==> config.mk <==
export PLATFORM = sky130hd
export DESIGN_NAME = rds_top
export DESIGN_NICKNAME = d
export VERILOG_FILES = /design/src/rds_pkg.sv /design/src/rds_rail_delay.sv /design/src/rds_top.sv
export SDC_FILE = /design/constraint.sdc
export NUM_CORES = 1
export LEC_CHECK = 0
export ABC_AREA = 1
export ABC_CLOCK_PERIOD_IN_PS = 2300
export BUFFER_PORTS_ARGS = -buffer_cell sky130_fd_sc_hd__buf_2
export CORE_ASPECT_RATIO = 0.9
export CORE_MARGIN = 3
export CORE_UTILIZATION = 30
export DETAILED_ROUTE_END_ITERATION = 10
export GPL_TIMING_DRIVEN = 0
export PLACE_DENSITY = 0.53
export SLEW_MARGIN = 20
export SYNTH_ARGS = -nofsm -noshare
export SYNTH_HDL_FRONTEND = slang
export SYNTH_HIERARCHICAL = 1
export SYNTH_SLANG_ARGS = --single-unit
==> constraint.sdc <==
create_clock -name clk_sys -period 2.3 [get_ports clk_sys]
set_input_delay 0.345 -clock clk_sys [delete_from_list [all_inputs] [get_ports clk_sys]]
set_output_delay 0.345 -clock clk_sys [all_outputs]
set_load 0.01 [all_outputs]
==> src/rds_pkg.sv <==
/*
  shared constants and types of the rail enable delay sequencer.
  assumes a 50 MHz system clock and 8-bit registers at their fixed offsets.
*/
package rds_pkg;

  // ****************************************
  // clock and timebase
  // ****************************************
  localparam int unsigned RDS_CLK_PERIOD_NS = 20;
  localparam int unsigned RDS_STEP_TIME_NS = 500000;
  localparam int unsigned RDS_STEP_CYCLES = RDS_STEP_TIME_NS / RDS_CLK_PERIOD_NS;
  localparam int unsigned RDS_DOUBLE_FACTOR = 2;
  localparam int unsigned RDS_CYC_W = 17;
  localparam int unsigned RDS_SPAN_W = 21;

  // ****************************************
  // register map
  // ****************************************
  localparam logic [7:0] RDS_SECOND_BUCK_DELAY_OFS = 8'h0a;
  localparam logic [7:0] RDS_BOOST_DELAY_OFS = 8'h0b;
  localparam logic [7:0] RDS_DELAY_RESET = 8'h00;
  localparam logic [7:0] RDS_UNMAPPED_READ = 8'h00;
  localparam int unsigned RDS_OFF_CODE_LSB = 4;
  localparam int unsigned RDS_ON_CODE_LSB = 0;
  localparam logic [3:0] RDS_CODE_NONE = 4'h0;

  // ****************************************
  // pin select codes
  // ****************************************
  localparam logic [1:0] RDS_PIN_NONE = 2'h0;
  localparam logic [1:0] RDS_PIN_ONE = 2'h1;
  localparam logic [1:0] RDS_PIN_TWO = 2'h2;
  localparam logic [1:0] RDS_PIN_THREE = 2'h3;

  // ****************************************
  // types
  // ****************************************
  typedef struct packed {
    logic [3:0] off_code;
    logic [3:0] on_code;
  } rds_delay_type;

  typedef enum logic [1:0] {
    RDS_OFF,
    RDS_WAIT_ON,
    RDS_ON,
    RDS_WAIT_OFF
  } rds_rail_state_type;

endpackage : rds_pkg

==> src/rds_rail_delay.sv <==
/*
  one rail: delays the enable after each edge of its control level.
  assumes ctrl is synchronous to clk_sys and the codes are stable while waiting.
*/
`timescale 1ns/1ps
module rds_rail_delay
  import rds_pkg::*;
#(
  parameter int unsigned STEP_CYCLES = RDS_STEP_CYCLES
) (
  input wire logic clk_sys,
  input wire logic nrst,
  input wire logic ctrl,
  input wire rds_delay_type delay,
  input wire logic dbl,
  output logic rail_en
);

  // ****************************************
  // sequencer
  // ****************************************
  rds_rail_state_type state, next_state;
  logic [RDS_CYC_W-1:0] cyc, next_cyc;
  logic [3:0] steps, next_steps;
  logic ctrl_q, next_ctrl_q;
  logic next_rail_en;
  logic [RDS_CYC_W-1:0] step_len;
  logic step_done;

  assign step_len = dbl ? RDS_CYC_W'(RDS_DOUBLE_FACTOR * STEP_CYCLES) : RDS_CYC_W'(STEP_CYCLES);
  assign step_done = (cyc == step_len - RDS_CYC_W'(1));

  always_comb begin
    next_state = state;
    next_cyc = cyc;
    next_steps = steps;
    next_ctrl_q = ctrl;
    unique case (state)
      RDS_OFF: begin
        if (ctrl && !ctrl_q) begin
          next_cyc = '0;
          next_steps = delay.on_code;
          next_state = (delay.on_code == RDS_CODE_NONE) ? RDS_ON : RDS_WAIT_ON;
        end
      end
      RDS_WAIT_ON: begin
        // a control that drops mid-wait aborts the start
        if (!ctrl) begin
          next_state = RDS_OFF;
        end else if (step_done) begin
          next_cyc = '0;
          next_steps = steps - 4'h1;
          if (steps == 4'h1) begin
            next_state = RDS_ON;
          end
        end else begin
          next_cyc = cyc + RDS_CYC_W'(1);
        end
      end
      RDS_ON: begin
        if (!ctrl && ctrl_q) begin
          next_cyc = '0;
          next_steps = delay.off_code;
          next_state = (delay.off_code == RDS_CODE_NONE) ? RDS_OFF : RDS_WAIT_OFF;
        end
      end
      RDS_WAIT_OFF: begin
        if (ctrl) begin
          next_state = RDS_ON;
        end else if (step_done) begin
          next_cyc = '0;
          next_steps = steps - 4'h1;
          if (steps == 4'h1) begin
            next_state = RDS_OFF;
          end
        end else begin
          next_cyc = cyc + RDS_CYC_W'(1);
        end
      end
    endcase
    next_rail_en = (next_state == RDS_ON) || (next_state == RDS_WAIT_OFF);
  end

  always_ff @(posedge clk_sys or negedge nrst) begin
    if (!nrst) begin
      state <= RDS_OFF;
      cyc <= '0;
      steps <= 4'h0;
      ctrl_q <= 1'b0;
      rail_en <= 1'b0;
    end else begin
      state <= next_state;
      cyc <= next_cyc;
      steps <= next_steps;
      ctrl_q <= next_ctrl_q;
      rail_en <= next_rail_en;
    end
  end

  // ****************************************
  // checks
  // ****************************************
  logic [RDS_SPAN_W-1:0] since_edge, exp_span;

  always_ff @(posedge clk_sys or negedge nrst) begin
    if (!nrst) begin
      since_edge <= '0;
      exp_span <= '0;
    end else begin
      if (ctrl != ctrl_q) begin
        since_edge <= RDS_SPAN_W'(1);
        exp_span <= RDS_SPAN_W'(ctrl ? delay.on_code : delay.off_code) * RDS_SPAN_W'(step_len);
      end else if (since_edge != '1) begin
        since_edge <= since_edge + RDS_SPAN_W'(1);
      end
    end
  end
endmodule : rds_rail_delay

==> src/rds_top.sv <==
/*
  rail enable delay sequencer: delay registers for the second buck and the boost.
  assumes the register port and otp load come from on-chip logic on clk_sys and
  the enable pins arrive asynchronously.
*/
// What this block does
// - second buck turns on after its start-up delay from control rising.
// - second buck turns off after its shutdown delay from control falling.
// - boost turns on after its start-up delay from control rising.
// - boost turns off after its shutdown delay from control falling.
// - code zero is no delay, one is 0.5 ms, fifteen 7.5 ms.
// - global select doubles the step: one is 1 ms, fifteen 15 ms.
// - delay registers at 0xa and 0xb, 8-bit read-write, reset zero.
// - start-up loads every delay field default from otp memory.
// - boost control is its enable bit, optionally anded with a chosen pin.
`timescale 1ns/1ps
module rds_top
  import rds_pkg::*;
#(
  parameter int unsigned STEP_CYCLES = RDS_STEP_CYCLES
) (
  input wire logic clk_sys,
  input wire logic nrst,
  input wire logic reg_wr,
  input wire logic reg_rd,
  input wire logic [7:0] reg_addr,
  input wire logic [7:0] reg_wdata,
  output logic [7:0] reg_rdata,
  input wire logic otp_load,
  input wire rds_delay_type otp_second_buck_delay,
  input wire rds_delay_type otp_boost_delay,
  input wire logic delay_sel,
  input wire logic second_buck_ctrl,
  input wire logic boost_en_bit,
  input wire logic [1:0] boost_pin_ctrl,
  input wire logic enable_pin_one,
  input wire logic enable_pin_two,
  input wire logic enable_pin_three,
  output logic second_buck_enable,
  output logic boost_enable
);

  // ****************************************
  // delay registers
  // ****************************************
  rds_delay_type second_buck_sequence_delay, next_second_buck_sequence_delay;
  rds_delay_type boost_sequence_delay, next_boost_sequence_delay;
  logic [7:0] next_reg_rdata;

  always_comb begin
    next_second_buck_sequence_delay = second_buck_sequence_delay;
    next_boost_sequence_delay = boost_sequence_delay;
    next_reg_rdata = reg_rdata;
    if (otp_load) begin
      next_second_buck_sequence_delay = otp_second_buck_delay;
      next_boost_sequence_delay = otp_boost_delay;
    end else if (reg_wr) begin
      if (reg_addr == RDS_SECOND_BUCK_DELAY_OFS) begin
        next_second_buck_sequence_delay = rds_delay_type'(reg_wdata);
      end
      if (reg_addr == RDS_BOOST_DELAY_OFS) begin
        next_boost_sequence_delay = rds_delay_type'(reg_wdata);
      end
    end
    if (reg_rd) begin
      if (reg_addr == RDS_SECOND_BUCK_DELAY_OFS) begin
        next_reg_rdata = second_buck_sequence_delay;
      end else if (reg_addr == RDS_BOOST_DELAY_OFS) begin
        next_reg_rdata = boost_sequence_delay;
      end else begin
        next_reg_rdata = RDS_UNMAPPED_READ;
      end
    end
  end

  always_ff @(posedge clk_sys or negedge nrst) begin
    if (!nrst) begin
      second_buck_sequence_delay <= rds_delay_type'(RDS_DELAY_RESET);
      boost_sequence_delay <= rds_delay_type'(RDS_DELAY_RESET);
      reg_rdata <= RDS_UNMAPPED_READ;
    end else begin
      second_buck_sequence_delay <= next_second_buck_sequence_delay;
      boost_sequence_delay <= next_boost_sequence_delay;
      reg_rdata <= next_reg_rdata;
    end
  end

  // ****************************************
  // enable pin synchronisers
  // ****************************************
  // three stages; the filtered level moves only when stages two and three agree,
  // which also rejects a single-cycle glitch
  logic [2:0] pin_s1, pin_s2, pin_s3, pin_filt, next_pin_filt;
  logic next_boost_ctrl, boost_ctrl;
  logic pin_gate;

  always_comb begin
    next_pin_filt = (pin_s2 & pin_s3) | (pin_filt & (pin_s2 ^ pin_s3));
    unique case (boost_pin_ctrl)
      RDS_PIN_NONE: pin_gate = 1'b1;
      RDS_PIN_ONE: pin_gate = pin_filt[0];
      RDS_PIN_TWO: pin_gate = pin_filt[1];
      RDS_PIN_THREE: pin_gate = pin_filt[2];
    endcase
    next_boost_ctrl = boost_en_bit & pin_gate;
  end

  always_ff @(posedge clk_sys or negedge nrst) begin
    if (!nrst) begin
      pin_s1 <= 3'h0;
      pin_s2 <= 3'h0;
      pin_s3 <= 3'h0;
      pin_filt <= 3'h0;
      boost_ctrl <= 1'b0;
    end else begin
      pin_s1 <= {enable_pin_three, enable_pin_two, enable_pin_one};
      pin_s2 <= pin_s1;
      pin_s3 <= pin_s2;
      pin_filt <= next_pin_filt;
      boost_ctrl <= next_boost_ctrl;
    end
  end

  // ****************************************
  // rails
  // ****************************************
  // both rails share the step select; a change during a wait stretches or cuts it,
  // so software should move the select only while both rails are settled
  // second buck rail
  rds_rail_delay #(
    .STEP_CYCLES(STEP_CYCLES)
  ) u_second_buck (
    .clk_sys(clk_sys),
    .nrst(nrst),
    .ctrl(second_buck_ctrl),
    .delay(second_buck_sequence_delay),
    .dbl(delay_sel),
    .rail_en(second_buck_enable)
  );

  rds_rail_delay #(
    .STEP_CYCLES(STEP_CYCLES)
  ) u_boost (
    .clk_sys(clk_sys),
    .nrst(nrst),
    .ctrl(boost_ctrl),
    .delay(boost_sequence_delay),
    .dbl(delay_sel),
    .rail_en(boost_enable)
  );
endmodule : rds_top

======== Word-level counts from Yosys, hierarchy flattened ========
Index checks and enable logic that the tools add are counted.
storage, ports and cells
  flip-flop bits (word level) ............. 87
  bits of input ports ..................... 45
  output and inout port bits .............. 10
  word-level logic and storage cells ...... 137
operators by class
  $add $sub $neg .......................... 5
  equality and inequality tests ........... 27
  muxes and demuxes ....................... 56
  bitwise operators ....................... 5
  reduce and logical (&&, ||, !) cells .... 24
operators by type and width
  cell                                                  count
  two-way mux 17 bit                                    10
  one-hot mux 17 bit (4 select lines)                   2
  two-way mux 8 bit                                     8
  two-way mux 2 bit                                     20
  two-way mux 4 bit                                     10
  adder 17 x 1 -> 17 bit (second input constant)        2
  equality test 17 bit                                  2
  one-hot mux 4 bit (4 select lines)                    2
  equality test 2 bit (second input constant)           10
  subtractor 17 x 1 -> 17 bit (second input constant)   1
  equality test 8 x 4 -> 1 bit (second input constant)  2
  logical NOT 4 bit                                     4
  two-way mux 16 bit                                    1
  one-hot mux 2 bit (4 select lines)                    2
  equality test 4 x 1 -> 1 bit (second input constant)  2
  != test 2 x 1 -> 1 bit (second input constant)        4
  != test 2 bit (second input constant)                 4
  AND reduction 4 bit                                   2
  subtractor 4 x 1 -> 4 bit (second input constant)     2
  AND 3 bit                                             2
  equality test 2 x 1 -> 1 bit (second input constant)  3
  logical NOT 2 bit                                     3
  nonzero test 2 bit                                    3
  logical AND 1 bit                                     4
  7 further kinds                                       12

======== Longest topological paths before layout ========
  depth in word-level cells ............... 8
  gate-level depth with buffers ........... 13
  mapped depth without buffers ............ 11

======== By module ========
Netlist, hierarchy kept.
modules (own cells, without submodules)
  module                           instances  cells an instance  area an instance (sq um)  seq. area each (sq um)
  rds_rail_delay at u_boost        1          258                1818.0                    625.6
  rds_top                          1          220                1780.5                    925.9
  rds_rail_delay at u_second_buck  1          248                1771.7                    625.6

======== Worst setup path after synthesis ========
OpenSTA, ideal clock, no wires.
  path kind ............................... reg-to-reg
  start point ............................. register u_second_buck.cyc[0]
  end point ............................... register u_second_buck.cyc[11]
  setup time .............................. 0.117 ns
  arrival time ............................ 1.404 ns
  required time ........................... 2.183 ns
  path slack .............................. 0.778 ns
  cell stages (with the launch flop) ...... 12
  path buffers ............................ 1
  period minus slack after synthesis ...... 1.522 ns
  cell sequence ........................... dfrtp_1 -> ha_1 -> nand2_1 -> nor2_1 -> nand2_1 -> nor2_2 -> nand3_1 -> nand2_1 -> nand2_2 -> buf_6 -> o21ai_1 -> nor2_1
on the way
  longest elaborated chain between the ends .. 4
  elaborated cells on any way between the ends .. 6
  classes of those cells .................. add/sub (1); eq/ne (1); mux (4)
ends and longest elaborated chain
  what                                                            line                                                              RTL
  from (decl)                                                     rds_rail_delay.sv:23                                              logic [RDS_CYC_W-1:0] cyc, next_cyc;
  from (signal assigned)                                          rds_rail_delay.sv:93                                              cyc <= next_cyc;
  adder 17 x 1 -> 17 bit or equality test 17 bit (tied branches)  rds_rail_delay.sv:57, rds_rail_delay.sv:77, rds_rail_delay.sv:31
  two-way mux 17 bit (*)                                          rds_rail_delay.sv:50, rds_rail_delay.sv:70
  two-way mux 17 bit (on tied branches)                           rds_rail_delay.sv:68, rds_rail_delay.sv:48
  one-hot mux 17 bit (4 select lines) (*)                         rds_rail_delay.sv:38                                              unique case (state)
Mark *: on every way between the ends. The rest lies on a longest branch, timed or not. The select of a mux whose other input is x is not followed.
A chain may end at the register's enable or synchronous reset.

======== Final worst setup path ========
  start point ............................. register u_second_buck.cyc[0]
  end point ............................... register u_second_buck.cyc[16]
The elaborated chain is that of the path after synthesis.

==> results_dict.tcl <==
set metrics [dict create \
    finish.utilization 0.363 \
    path_max_fanout 10 \
    p_per_area_nw_per_um2 820 \
    cts.path.max_buffers 2 \
    hold_path_class "in2reg" \
    status "finished, final reports clean" \
    ys_types 41 \
    cpMostUsedCell "nand2_1" \
    fmax_mhz 544 \
    postSynthAreaPerCell_sq_um 7.40 \
    synth_edf_count 0 \
    numPortBuffers 51 \
    firstDrtPassIters 5 \
    max_slew_margin 0.656 \
    layout-area-overhead-vs-synth_pct 16.4 \
    drive_above_1_share 0.186 \
    min_period_over_period 0.799 \
    fin_hold_ws_ps 92.2 \
    die-area_sq_um 19500 \
    drc 0 \
    antenna_found_initial 0 \
    required_ps 2540 \
    timing.critical_path.to_type "register" \
    p_leak_nw 3.01 \
    synth_area_leaders "dfrtp_1 (41%), nand2_1 (17%), nor2_1 (5.2%)" \
    wl_mm 13.4 \
    synth_seq_cells 87 \
    p_seq_frac 0.369 \
    min_period_ps 1840 \
    clock_latency_ps 350 \
    synth-xor-area-share 0.0424 \
    nNetsFinal 844 \
    die_width_um 147 \
    cp_slowest_stage_delay_ps 400 \
    p_comb_frac 0.348 \
    dr_total_vias 4705 \
    ant_nets 0 \
    finClkSkew_ps 4.69 \
    synth_nets 780 \
    rsz0062_at_grt "false" \
    die_y_um 133 \
    yosys.area_share.simple 0.389 \
    diodes 0 \
    numCtsBuffers 9 \
    io_pins 55 \
    critPathLaunchType "register" \
    netlist.top_cell.by_area "dfrtp_1" \
    p_int_mw 3.10 \
    gp_congestion 0.860 \
    coreArea_sq_um 17200 \
    power_switching_mw 2.03 \
    post-cts-setup-buffer-count 0 \
    setup_viol 0 \
    grtUsageTotal 0.142 \
    crit_type "reg2reg" \
    placedCellCount 1013 \
    peakVddDrop_uv 374 \
    synth_top_cell_area_share 0.405 \
    wl_per_cell_um 13.0 \
    tritoncts "done" \
    routed_via_density 4.57 \
    cts_max_level 3 \
    yosys-top-cells-count "nand2_1 (250), dfrtp_1 (87), nor2_1 (74), inv_1 (57), nand3_1 (47)" \
    cp_slowest_cell "dfrtp_1" \
    synth_compound_area_frac 0.0652 \
    slew_viol_final 0 \
    final_hold_viol_count 0 \
    synthMuxAreaShare 0 \
    clk_pin_slew_ps 70 \
    cap_violations 0 \
    grt_max_degree 51 \
    grt_pass1_wl_mm 22.7 \
    ys_async_sr_fraction 1.00 \
    rows 45 \
    pwr-share-clk 0.284 \
    initial_core_util 0.312 \
    switching_share 0.395 \
    cts.repair.resized 0 \
    first_global_vias 4498 \
    yosys.area_share.adder 0.0210 \
    worst_slew_pin_slew_ps 510 \
    ys_seq_area_frac 0.405 \
    cp_cell_sequence "ha_1 -> nand2_1 -> nor2_1 -> nand2_1 -> nor2_2 -> nand3_1 -> nand2_1 -> nand2_2 -> buf_6 -> nand2_1 -> nor2_2" \
    root_buffer "clkbuf_16" \
    gr-total-overflow 0 \
    syn_area_sq_um 5370 \
    dp_hpwl_mm 10.0 \
    syn_inst 726 \
    cts.sinks 87 \
    finalNonFillerCells 1030 \
    synth_top_family_by_area "simple AND/OR/NAND/NOR gates" \
    yosysWarnings 6 \
    critPathArrivalTime_ps 2080 \
    synth_flop_cell "dfrtp_1" \
    yosysMostFrequentCell "nand2_1" \
    drt_iter0_drc 286 \
]
routing by layer:
layer,wire length (um),track usage,up-vias
met4,110,0.0357,0
met3,751,0.0401,10
met1,6750,0.201,2143
li1,-,-,2451
met5,0,0,-
met2,5770,0.213,101
placed cells by master (no fill, tap or decap), types with 2 or more instances in the layout:
cell type and n:
o31ai_1 3, xor2_1 18, a21oi_2 4, o21ai_1 8, ha_1 9, nand3_1 47
o211ai_1 4, o22ai_1 2, clkbuf_16 9, clkbuf_2 2, xnor2_1 8, inv_1 57
dfrtp_1 87, or2_2 2, o41ai_1 2, nor3_1 13, nor2_2 13, inv_8 2
nor2_8 2, a21o_1 3, buf_2 58, inv_2 9, nand2_4 2, nand2_2 14
nand3b_1 3, inv_4 3, o21ai_0 13, nand3_2 2, nand2_1 250, nand3_4 2
inv_6 3, buf_4 2, a21oi_1 18, nor3b_1 2, nor2_1 74, nand4_1 23
buf_6 8, nor2_4 4
worst paths after layout:
check | cells after the start | to | start | slack (ps)
setup / recovery | 11 | u_second_buck/cyc[16]$_DFFE_PN0P_ | u_second_buck/cyc[0]$_DFFE_PN0P_ | 460
hold / removal | 1 | pin_s1[2]$_DFF_PN0_ | enable_pin_three | 90
setup reg to reg | 11 | u_second_buck/cyc[16]$_DFFE_PN0P_ | u_second_buck/cyc[0]$_DFFE_PN0P_ | 460
hold reg to reg | 0 | pin_s2[0]$_DFF_PN0_ | pin_s1[0]$_DFF_PN0_ | 350
max in group asynchronous | 3 | u_boost/steps[1]$_DFFE_PN0P_ | nrst | 1260
min in group asynchronous | 2 | u_second_buck/ctrl_q$_DFF_PN0_ | nrst | 460
repair_timing:
item | 4_1_cts | 5_1_grt
endpoints found under the hold margin | 37 | 0
setup endpoints to repair | 0 | 0
hold buffers | 1 | 0
through the flow:
step	setup TNS [ps]	setup slack [ps]	power, mW	area (sq um)
detailed placement	0	521	3.70	5950
global route	0	248	5.50	6250
CTS	0	505	5.20	6250
finish	0	462	5.12	6250
floorplan	0	778	3.18	5370
global placement	-4560	-57.4	3.69	5920
power by group through the flow:
stage                     clock (mW)  sequential [mW]  combinational (mW)
after floorplan                    0             1.88                1.31
after global placement             0             1.92                1.78
after detailed placement           0             1.92                1.78
after CTS                       1.52             1.89                1.80
after global routing            1.57             1.92                2.01
final                           1.45             1.89                1.78
area by class of cell:
cell class | count | area [sq um]
plain buffers | 20 | 148
fillers | 1866 | 11000
repair buffers | 53 | 299
well taps | 235 | 294
inverters | 69 | 267
clock inverters | 7 | 61.3
multi-input cells | 550 | 2780
clock buffers | 9 | 225
flip-flops and latches | 87 | 2180
critical path, delay by kind of cell, from the launching register on:
family | cells | cell delay, ps
adders and majority gates | 1 | 300
buffers and inverters | 1 | 170
DFF | 1 | 400
and+or+nand+nor | 9 | 850
logic make-up after synthesis:
family | after synthesis
adder cells (fa/ha/maj) | 9
AO/OA/AOI/OAI | 59
AND/OR/NAND/NOR | 456
flip-flops | 87
XOR/XNOR | 26
buffers and inverters | 89
state kept, by name, indices dropped and copies added, names as in the netlist:
register                    cells
boost_sequence_delay            8
u_boost/rail_en                 1
pin_s1                          3
u_boost/steps                   4
pin_filt                        3
u_second_buck/steps             4
pin_s2                          3
u_boost/ctrl_q                  1
second_buck_sequence_delay      8
u_second_buck/rail_en           1
u_boost/cyc                    17
u_boost/state                   2
pin_s3                          3
u_second_buck/ctrl_q            1
u_second_buck/state             2
reg_rdata                       8
boost_ctrl                      1
u_second_buck/cyc              17
Power figures use the tool's default switching activity.
